`config.mk`:
```
export PLATFORM = sky130hd
export DESIGN_NAME = copro_handshake_port
export DESIGN_NICKNAME = d
export VERILOG_FILES = /design/src/logic/copro_port_pkg.sv /design/src/logic/copro_handshake_port.sv /design/src/logic/copro_out_stage.sv
export SDC_FILE = /design/constraint.sdc
export NUM_CORES = 1
export LEC_CHECK = 0
export ABC_AREA = 1
export BUFFER_PORTS_ARGS = -buffer_cell sky130_fd_sc_hd__buf_2
export CAP_MARGIN = 20
export CORE_UTILIZATION = 33
export CTS_CLUSTER_DIAMETER = 100
export CTS_CLUSTER_SIZE = 30
export DETAILED_ROUTE_END_ITERATION = 12
export GPL_TIMING_DRIVEN = 0
export PLACE_DENSITY = 0.7
export SLEW_MARGIN = 5
export SYNTH_ARGS = -nofsm -noshare
export SYNTH_HDL_FRONTEND = slang
export SYNTH_SLANG_ARGS = --single-unit
```
`constraint.sdc`:
```
create_clock -name sys_clk -period 3.82 [get_ports sys_clk]
set_input_delay 0.573 -clock sys_clk [delete_from_list [all_inputs] [get_ports sys_clk]]
set_output_delay 0.573 -clock sys_clk [all_outputs]
set_load 0.01 [all_outputs]
```
`src/logic/copro_port_pkg.sv`:
```
package copro_port_pkg;
  // ************************************************
  // handshake encoding
  // ************************************************
  localparam logic [1:0] HS_ABSENT = 2'h2;
  localparam logic [1:0] HS_WAIT = 2'h0;
  localparam logic [1:0] HS_GO = 2'h1;
  localparam logic [1:0] HS_LAST = 2'h3;
  // ************************************************
  // widths and reset values
  // ************************************************
  localparam int WORD_W = 32;
  localparam int ADDR_W = 32;
  localparam logic [WORD_W-1:0] WORD_RESET = 32'h0000_0000;
  localparam logic [ADDR_W-1:0] ADDR_RESET = 32'h0000_0000;
  localparam logic REQ_N_RESET = 1'b1; // requests idle high
  localparam logic ENABLE_RESET = 1'b0;
endpackage

```
`src/logic/copro_handshake_port.sv`:
```
`timescale 1ns/1ps
// ************************************************
// core-side end of the pipelined coprocessor port
// ************************************************
module copro_handshake_port (
  input wire logic sys_clk, // 125 MHz system clock, shared with follower
  input wire logic rst_b, // async reset, active low
  input wire logic core_advance, // core pipeline advances this cycle
  input wire logic core_instr_request_n, // core instruction fetch request, low active
  input wire logic [copro_port_pkg::WORD_W-1:0] core_instr_word, // fetched instruction
  input wire logic exec_copro_start, // copro instruction enters Execute (pulse)
  input wire logic exec_cond_pass, // its condition codes passed
  input wire logic exec_is_mem, // it is a memory_transfer_class instruction
  input wire logic [copro_port_pkg::ADDR_W-1:0] exec_addr, // transfer address from core
  input wire logic [copro_port_pkg::WORD_W-1:0] core_store_data, // data for the coprocessor
  input wire logic irq_pending, // interrupt wants the core
  input wire logic prev_data_abort, // preceding instruction took a data abort
  input wire logic [1:0] decode_handshake, // follower Decode answer
  input wire logic [1:0] execute_handshake, // follower Execute answer
  input wire logic [copro_port_pkg::WORD_W-1:0] data_from_copro, // combined read data
  output logic follower_advance_enable, // follower may advance
  output logic fetch_request_n, // registered fetch request, low active
  output logic [copro_port_pkg::WORD_W-1:0] instr_bus_to_follower, // instruction word
  output logic [copro_port_pkg::WORD_W-1:0] data_to_copro, // registered store data
  output logic execute_commit_flag, // copro instruction passed and must run
  output logic late_cancel_flag, // cancel after a data abort
  output logic data_mem_request_n, // data memory request, low active
  output logic [copro_port_pkg::ADDR_W-1:0] data_mem_addr, // transfer address
  output logic undef_trap, // undefined instruction trap (pulse)
  output logic core_busy_wait, // core held in busy-wait
  output logic copro_done, // instruction finished (pulse)
  output logic [copro_port_pkg::WORD_W-1:0] copro_read_data // word taken from coprocessor
);
  import copro_port_pkg::*;

  typedef enum logic [1:0] {ST_IDLE, ST_BUSY, ST_XFER} port_state_t;

  port_state_t state_reg, state_next;
  logic advance_reg, advance_next;
  logic commit_reg, commit_next;
  logic cancel_reg, cancel_next;
  logic first_exec_reg, first_exec_next;
  logic mem_reg, mem_next;
  logic dreq_n_reg, dreq_n_next;
  logic [ADDR_W-1:0] addr_reg, addr_next;
  logic undef_reg, undef_next;
  logic busy_reg, busy_next;
  logic done_reg, done_next;
  logic [WORD_W-1:0] rdata_reg, rdata_next;
  logic start_take;
  logic [1:0] hs;

  // ************************************************
  // follower-facing copies, all one cycle late
  // ************************************************
  copro_out_stage #(.WIDTH(1), .RESET_VALUE(REQ_N_RESET)) u_fetch_req (
    .sys_clk(sys_clk),
    .rst_b(rst_b),
    .d(core_instr_request_n),
    .q(fetch_request_n)
  );
  copro_out_stage #(.WIDTH(WORD_W), .RESET_VALUE(WORD_RESET)) u_instr (
    .sys_clk(sys_clk),
    .rst_b(rst_b),
    .d(core_instr_word),
    .q(instr_bus_to_follower)
  );
  copro_out_stage #(.WIDTH(WORD_W), .RESET_VALUE(WORD_RESET)) u_store (
    .sys_clk(sys_clk),
    .rst_b(rst_b),
    .d(core_store_data),
    .q(data_to_copro)
  );

  // handshake in use: decode on Execute entry, execute on later cycles
  always_comb
  begin
    start_take = (state_reg == ST_IDLE) && exec_copro_start && exec_cond_pass;
    hs = (state_reg == ST_IDLE) ? decode_handshake : execute_handshake;
  end

  // ************************************************
  // execute sequencer
  // ************************************************
  // a failed-condition instruction never raises commit, so the follower sees it skipped
  always_comb
  begin
    state_next = state_reg;
    advance_next = core_advance;
    commit_next = 1'b0;
    cancel_next = first_exec_reg && prev_data_abort;
    first_exec_next = start_take;
    mem_next = mem_reg;
    dreq_n_next = 1'b1;
    addr_next = addr_reg;
    undef_next = 1'b0;
    busy_next = 1'b0;
    done_next = 1'b0;
    rdata_next = rdata_reg;
    if (start_take || state_reg != ST_IDLE)
    begin
      if (start_take)
      begin
        mem_next = exec_is_mem;
        addr_next = exec_addr;
      end
      unique case (hs)
        HS_ABSENT:
        begin
          undef_next = 1'b1;
          state_next = ST_IDLE;
        end
        HS_WAIT:
        begin
          if (state_reg == ST_BUSY && irq_pending)
          begin
            state_next = ST_IDLE; // abandoned, commit drops
          end
          else
          begin
            state_next = ST_BUSY;
            commit_next = 1'b1;
            busy_next = 1'b1;
          end
        end
        HS_GO:
        begin
          state_next = ST_XFER;
          commit_next = 1'b1;
          dreq_n_next = !(start_take ? exec_is_mem : mem_reg);
        end
        HS_LAST:
        begin
          state_next = ST_IDLE;
          commit_next = 1'b1;
          done_next = 1'b1;
          dreq_n_next = !(start_take ? exec_is_mem : mem_reg);
        end
      endcase
      // each further word of a transfer moves the address on by one word
      if (state_reg == ST_XFER && (hs == HS_GO || hs == HS_LAST))
      begin
        addr_next = addr_reg + ADDR_W'(4);
        rdata_next = data_from_copro;
      end
    end
  end

  always_ff @(posedge sys_clk or negedge rst_b)
  begin
    if (!rst_b)
    begin
      state_reg <= ST_IDLE;
      advance_reg <= ENABLE_RESET;
      commit_reg <= 1'b0;
      cancel_reg <= 1'b0;
      first_exec_reg <= 1'b0;
      mem_reg <= 1'b0;
      dreq_n_reg <= REQ_N_RESET;
      addr_reg <= ADDR_RESET;
      undef_reg <= 1'b0;
      busy_reg <= 1'b0;
      done_reg <= 1'b0;
      rdata_reg <= WORD_RESET;
    end
    else
    begin
      state_reg <= state_next;
      advance_reg <= advance_next;
      commit_reg <= commit_next;
      cancel_reg <= cancel_next;
      first_exec_reg <= first_exec_next;
      mem_reg <= mem_next;
      dreq_n_reg <= dreq_n_next;
      addr_reg <= addr_next;
      undef_reg <= undef_next;
      busy_reg <= busy_next;
      done_reg <= done_next;
      rdata_reg <= rdata_next;
    end
  end

  // outputs straight from flops
  assign follower_advance_enable = advance_reg;
  assign execute_commit_flag = commit_reg;
  assign late_cancel_flag = cancel_reg;
  assign data_mem_request_n = dreq_n_reg;
  assign data_mem_addr = addr_reg;
  assign undef_trap = undef_reg;
  assign core_busy_wait = busy_reg;
  assign copro_done = done_reg;
  assign copro_read_data = rdata_reg;
endmodule // copro_handshake_port

```
`src/logic/copro_out_stage.sv`:
```
`timescale 1ns/1ps
// ************************************************
// one registered output stage, so the follower sees clean flop timing
// ************************************************
module copro_out_stage #(
  parameter int WIDTH = 32,
  parameter logic [WIDTH-1:0] RESET_VALUE = '0
) (
  input wire logic sys_clk, // system clock
  input wire logic rst_b, // async reset, active low
  input wire logic [WIDTH-1:0] d, // value from the core
  output logic [WIDTH-1:0] q // registered copy
);
  logic [WIDTH-1:0] q_next;

  // elaboration-time guard: a zero-width stage has nothing to register
  if (WIDTH < 1)
  begin : g_bad_width
    $error("copro_out_stage: WIDTH must be at least 1");
  end

  // plain copy; the one cycle of delay is the whole point
  always_comb
  begin
    q_next = d;
  end

  always_ff @(posedge sys_clk or negedge rst_b)
  begin
    if (!rst_b)
    begin
      q <= RESET_VALUE;
    end
    else
    begin
      q <= q_next;
    end
  end
endmodule // copro_out_stage

```
-- Word-level counts from Yosys, hierarchy flattened
Cells that the tools add are included.
- flip-flop bits (word level): 140
- bits in latches: 0
- memory bits (writable): 0
- memory bits (read-only): 0
- output and inout bits: 136
- logic and storage cells: 54
- memories: 0
- $add $sub $neg: 1
- multiply operators: 0
- div/mod/pow operators: 0
- magnitude comparators: 0
- equality and inequality tests: 5
- shifts and indexed selects: 0
- muxes and demuxes: 17
- bitwise logic cells: 0
- reductions and logical operators: 16
- operator list (cell ; number):
    2-to-1 mux 32 bit ; 2
    adder 32 x 3 -> 32 bit (second input constant) ; 1
    2-to-1 mux 1 bit ; 12
    equality test 2 bit (second input constant) ; 3
    one-hot mux 2 bit (3 select lines) ; 1
    logical AND 1 bit ; 5
    equality test 2 x 1 -> 1 bit (second input constant) ; 2
    logical NOT 2 bit ; 2
    AND reduction 2 bit ; 2
    nonzero test 2 bit ; 2
    OR reduction 2 bit ; 2
    logical OR 1 bit ; 2
    2-to-1 mux 2 bit ; 1
    one-hot mux 1 bit (2 select lines) ; 1
    logical NOT 1 bit ; 1

-- Depth between registers and ports, before layout
- depth in word-level cells: 7
- mapped depth: 9
- gate-level depth less buffers: 9

-- Hierarchy
Synthesis repeated with hierarchy kept, for this count alone.
- cells, all modules: 597
- area, all modules: 5516.5 um^2
- by module, submodules not included (module ; times used ; cells an instance ; area each (um^2) ; sequential area each (um^2)):
    copro_handshake_port ; 1 ; 532 ; 3888.7 ; 1878.1
    copro_out_stage (u_instr ...) ; 2 ; 32 ; 800.8 ; 800.8
    copro_out_stage (u_fetch_req) ; 1 ; 1 ; 26.3 ; 26.3

-- Worst setup path after synthesis
Ideal clock, no wire load.
- kind: in2reg
- from: input port exec_cond_pass
- to: register addr_reg[26], in the netlist data_mem_addr[26]
- arrival time: 1.332 ns
- path slack: 2.370 ns
- stages on the path: 8
- cell sequence: nand2_1 -> nor3_4 -> inv_2 -> nand2_4 -> buf_6 -> o21ai_1 -> inv_1 -> nand2_1
- cells in the longest elaborated chain, start to end: 3
- elaborated cells on any way between the ends: 4
- those cells by class: reduce/logical: 4
- ends and longest elaborated chain (item ; RTL line ; source):
    start, declared ; copro_handshake_port.sv:12 ; input wire logic exec_cond_pass,
    logical AND 1 bit * ; copro_handshake_port.sv:78 ; start_take = (state_reg == ST_IDLE) && exec_copro_start && exec_cond_pass;
    nonzero test 2 bit (no line) / logical OR 1 bit (equally long branches) ; n/a ;
    AND reduction 2 bit (no line) * ; n/a ;
    end signal, assigned ; copro_handshake_port.sv:175 ; addr_reg <= addr_next;
    end, declared ; copro_handshake_port.sv:45 ; logic [ADDR_W-1:0] addr_reg, addr_next;
Mark *: on every way between the ends. The rest lies on a longest branch, timed or not.
A chain may end at the register's enable or synchronous reset.

-- Worst setup path in the final report
- from: register addr_reg[3], in the netlist data_mem_addr[3]
- to: register addr_reg[26], in the netlist data_mem_addr[26]
- cells in the longest elaborated chain, start to end: 2
- ends and longest elaborated chain (item ; RTL line ; source):
    adder 32 x 3 -> 32 bit ; copro_handshake_port.sv:143 ; addr_next = addr_reg + ADDR_W'(4);
    2-to-1 mux 32 bit ; copro_handshake_port.sv:141 ; if (state_reg == ST_XFER && (hs == HS_GO || hs == HS_LAST))
No other way between the ends.

==> flow_summary.yaml <==
run_status:
  status: "finished clean"
yosys:
  syn-cell-area_mm2: 0.00544
  synth_top_area_share: 0.635
  muxShareOfSynthArea: 0
  synth_xor_area_frac: 0.00161
  synthAdderAreaFrac: 0.00230
  syn_area_per_cell_um2: 9.15
  synth.distinct_cells: 27
  synth_seq_cells: 140
  synth_area_leaders: "dfrtp_1, nand2_1, nand3_1, inv_1, nor2_1"
  yosys_warnings: 0
  synth_nets: 736
  synth_top_family_by_area: "simple AND/OR/NAND/NOR gates"
  yosysSeqAreaShare: 0.645
  netlist_instances: 594
  synth_compound_gate_area_share: 0.0338
  synth_top_cell_by_area: "dfrtp_1"
  synth-simple-area-share: 0.269
placed_design:
  gp_congestion: 0.888
  port_buffers: 276
  hpwl_um: 12600
cells_and_area:
  area_growth_pct: 41.9
  layout_commonest_cell: "buf_2"
  antenna_cells: 0
  drive_gt1_frac: 0.371
  layout.nets: 1032
  final_cell_mix: "buf_2, nand2_1, dfrtp_1, nand3_1, inv_1"
route:
  dr_total_vias: 4988
  drtAntennaViolNets: 0
  drt_first_iter_violations: 217
  drc: 0
  first_pass_iters: 7
  routed_via_density: 4.46
  routedWlPerCell_um: 14.9
  wl_um: 16700
sta:
  fin_tns_setup_ps: 0
  relSlewSlack: 0.602
  setup_violations: 0
  fin_crit_sh: 0.437
  grt_setup_unrepaired: "no"
  worst_slew_pin_slew_ps: 597
  final.min_clock_period_ps: 1670
  hold_viol_final: 0
  fmax_mhz: 599
  finClkSkew_ps: 9.50
  drv_slew: 0
cts:
  insertion_delay_ps: 420
  clock-root-buffer: "clkbuf_16"
  cts_tree: "done"
  cts_buffer_depth: 2
  ctsHoldBuffers: 0
  cts_max_level: 4
  cts_buffers: 17
  cts_num_sinks: 140
  clkTransAtPathRegs_ps: 70
  ctsResizeCount: 0
  cts_setup_buffers: 0
critical_path:
  reg2regPathDepth: 8
  rr_startpoint: "data_mem_addr[3]"
  critPathMaxStageDelay_ps: 410
  cp_max_fo: 7
  endpoint_kind: "register"
  arrival_ps: 1990
  worstSetupStartpointType: "register"
  crit_chain: "ha_1 -> nand2_1 -> nor2_2 -> nand2_2 -> nor2_2 -> nand3_1 -> nand3_1 -> nand2_1"
  required_ps: 4140
  reg2reg_slack_ps: 2150
  path_buf_inv: 0
  slowest_stage: "dfrtp_1"
  path_delay_family: "simple AND/OR/NAND/NOR gates"
  r2r_end: "data_mem_addr[26]"
  critPathKind: "register to register"
die:
  rows: 46
  io-pin-count: 277
  fp.dieW_um: 130
  fp.dieH_um: 130
  initial_core_util: 0.340
  dieArea_mm2: 0.0170
  fp.coreArea_mm2: 0.0160
global_routing:
  antenna_found_initial: 0
  grt_usage: 0.201
  grt_max_degree: 78
  grt_pass1_wl_um: 24900
  grt_pass1_vias: 4785
  grt.overflow.total: 0
power_and_ir_drop:
  leakage_nw: 4.14
  power_w: 0.00494
  max-vdd-ir-drop_mv: 0.397
  cellPowerDensity_mw_per_mm2: 640
flow_run:
  maxCapViolCount: 0
min_path:
  min_path_type: "input pin to async pin"
==> area by class of cell <==
type,count,area (µm²)
inverters,51,191
clock inverters,15,168
plain buffers,13,70.1
clock buffers,17,425
flip-flops and latches,140,3510
repair buffers,277,1420
fillers,1588,8290
well taps,216,270
multi-input cells,390,1670
==> cell usage after synthesis <==
| master | n |
|---|---|
| nand4_1 | 1 |
| inv_1 | 47 |
| buf_2 | 8 |
| o211ai_1 | 6 |
| o21ai_0 | 10 |
| nor2_1 | 40 |
| xnor2_1 | 1 |
| buf_6 | 1 |
| dfstp_2 | 2 |
| nand2_2 | 2 |
| o21bai_1 | 7 |
| clkbuf_1 | 3 |
| nand2_1 | 247 |
| clkinv_1 | 1 |
| dfrtp_1 | 138 |
| nand2_4 | 1 |
| nor3_4 | 1 |
| or2_2 | 1 |
| ha_1 | 1 |
| o22ai_1 | 1 |
| nor2_2 | 6 |
| buf_4 | 1 |
| inv_2 | 3 |
| o21ai_1 | 6 |
| nor3_1 | 1 |
| nand3_1 | 57 |
| and2_1 | 1 |
==> where the power goes <==
part           internal, W  total (W)  switching (W)
sequential         0.00181    0.00207       0.000264
combinational     0.000492    0.00119       0.000699
clock             0.000932    0.00167       0.000743
total              0.00323    0.00494        0.00171
==> per-stage QoR <==
stage	instance area (µm²)	std cells	utilization	hold slack, ps	setup WS [ps]
final	7710	1119	0.482	118	2150
after global routing	7710	1119	0.482	159	2040
after global placement	7090	1086	0.443	421	207
after detailed placement	7120	1087	0.445	418	1960
after CTS	7710	1119	0.482	130	2150
after floorplan	5440	594	-	277	2370
==> routing by layer <==
| layer | routed length, µm | part of all wire | track usage | vias up |
|---|---|---|---|---|
| met5 | 0 | 0 | 0 | - |
| met4 | 474 | 0.028 | 0.0892 | 0 |
| met3 | 1430 | 0.086 | 0.0709 | 32 |
| met2 | 8430 | 0.51 | 0.349 | 202 |
| met1 | 6320 | 0.38 | 0.223 | 2313 |
| li1 | - | - | - | 2441 |
==> worst reg2reg max path, cell delays in order, from the launching register on <==
cell,delay [ps]
dfrtp_1,410
ha_1,180
nand2_1,80
nor2_2,190
nand2_2,170
nor2_2,280
nand3_1,110
nand3_1,100
nand2_1,50
==> cells by family (layout without fill, tap and decap cells) <==
group	count (synthesis)	after routing
flops	140	140
xor+xnor	1	1
simple gates	358	358
buf+inv	64	373
compound gates	30	30
fa+ha+maj	1	1
==> worst max-delay path by stage <==
stage | depth (start not counted) | startpoint | to
after floorplan | 8 | exec_cond_pass | data_mem_addr[26]
after global placement | 1 | rst_b | copro_read_data[17]
after detailed placement | 9 | exec_cond_pass | data_mem_addr[30]
after CTS | 1 | data_mem_addr[17] | data_mem_addr[17]
after global routing | 8 | data_mem_addr[3] | data_mem_addr[22]
final | 8 | data_mem_addr[3] | data_mem_addr[26]
Note: power is estimated with default switching activity, not from simulation.
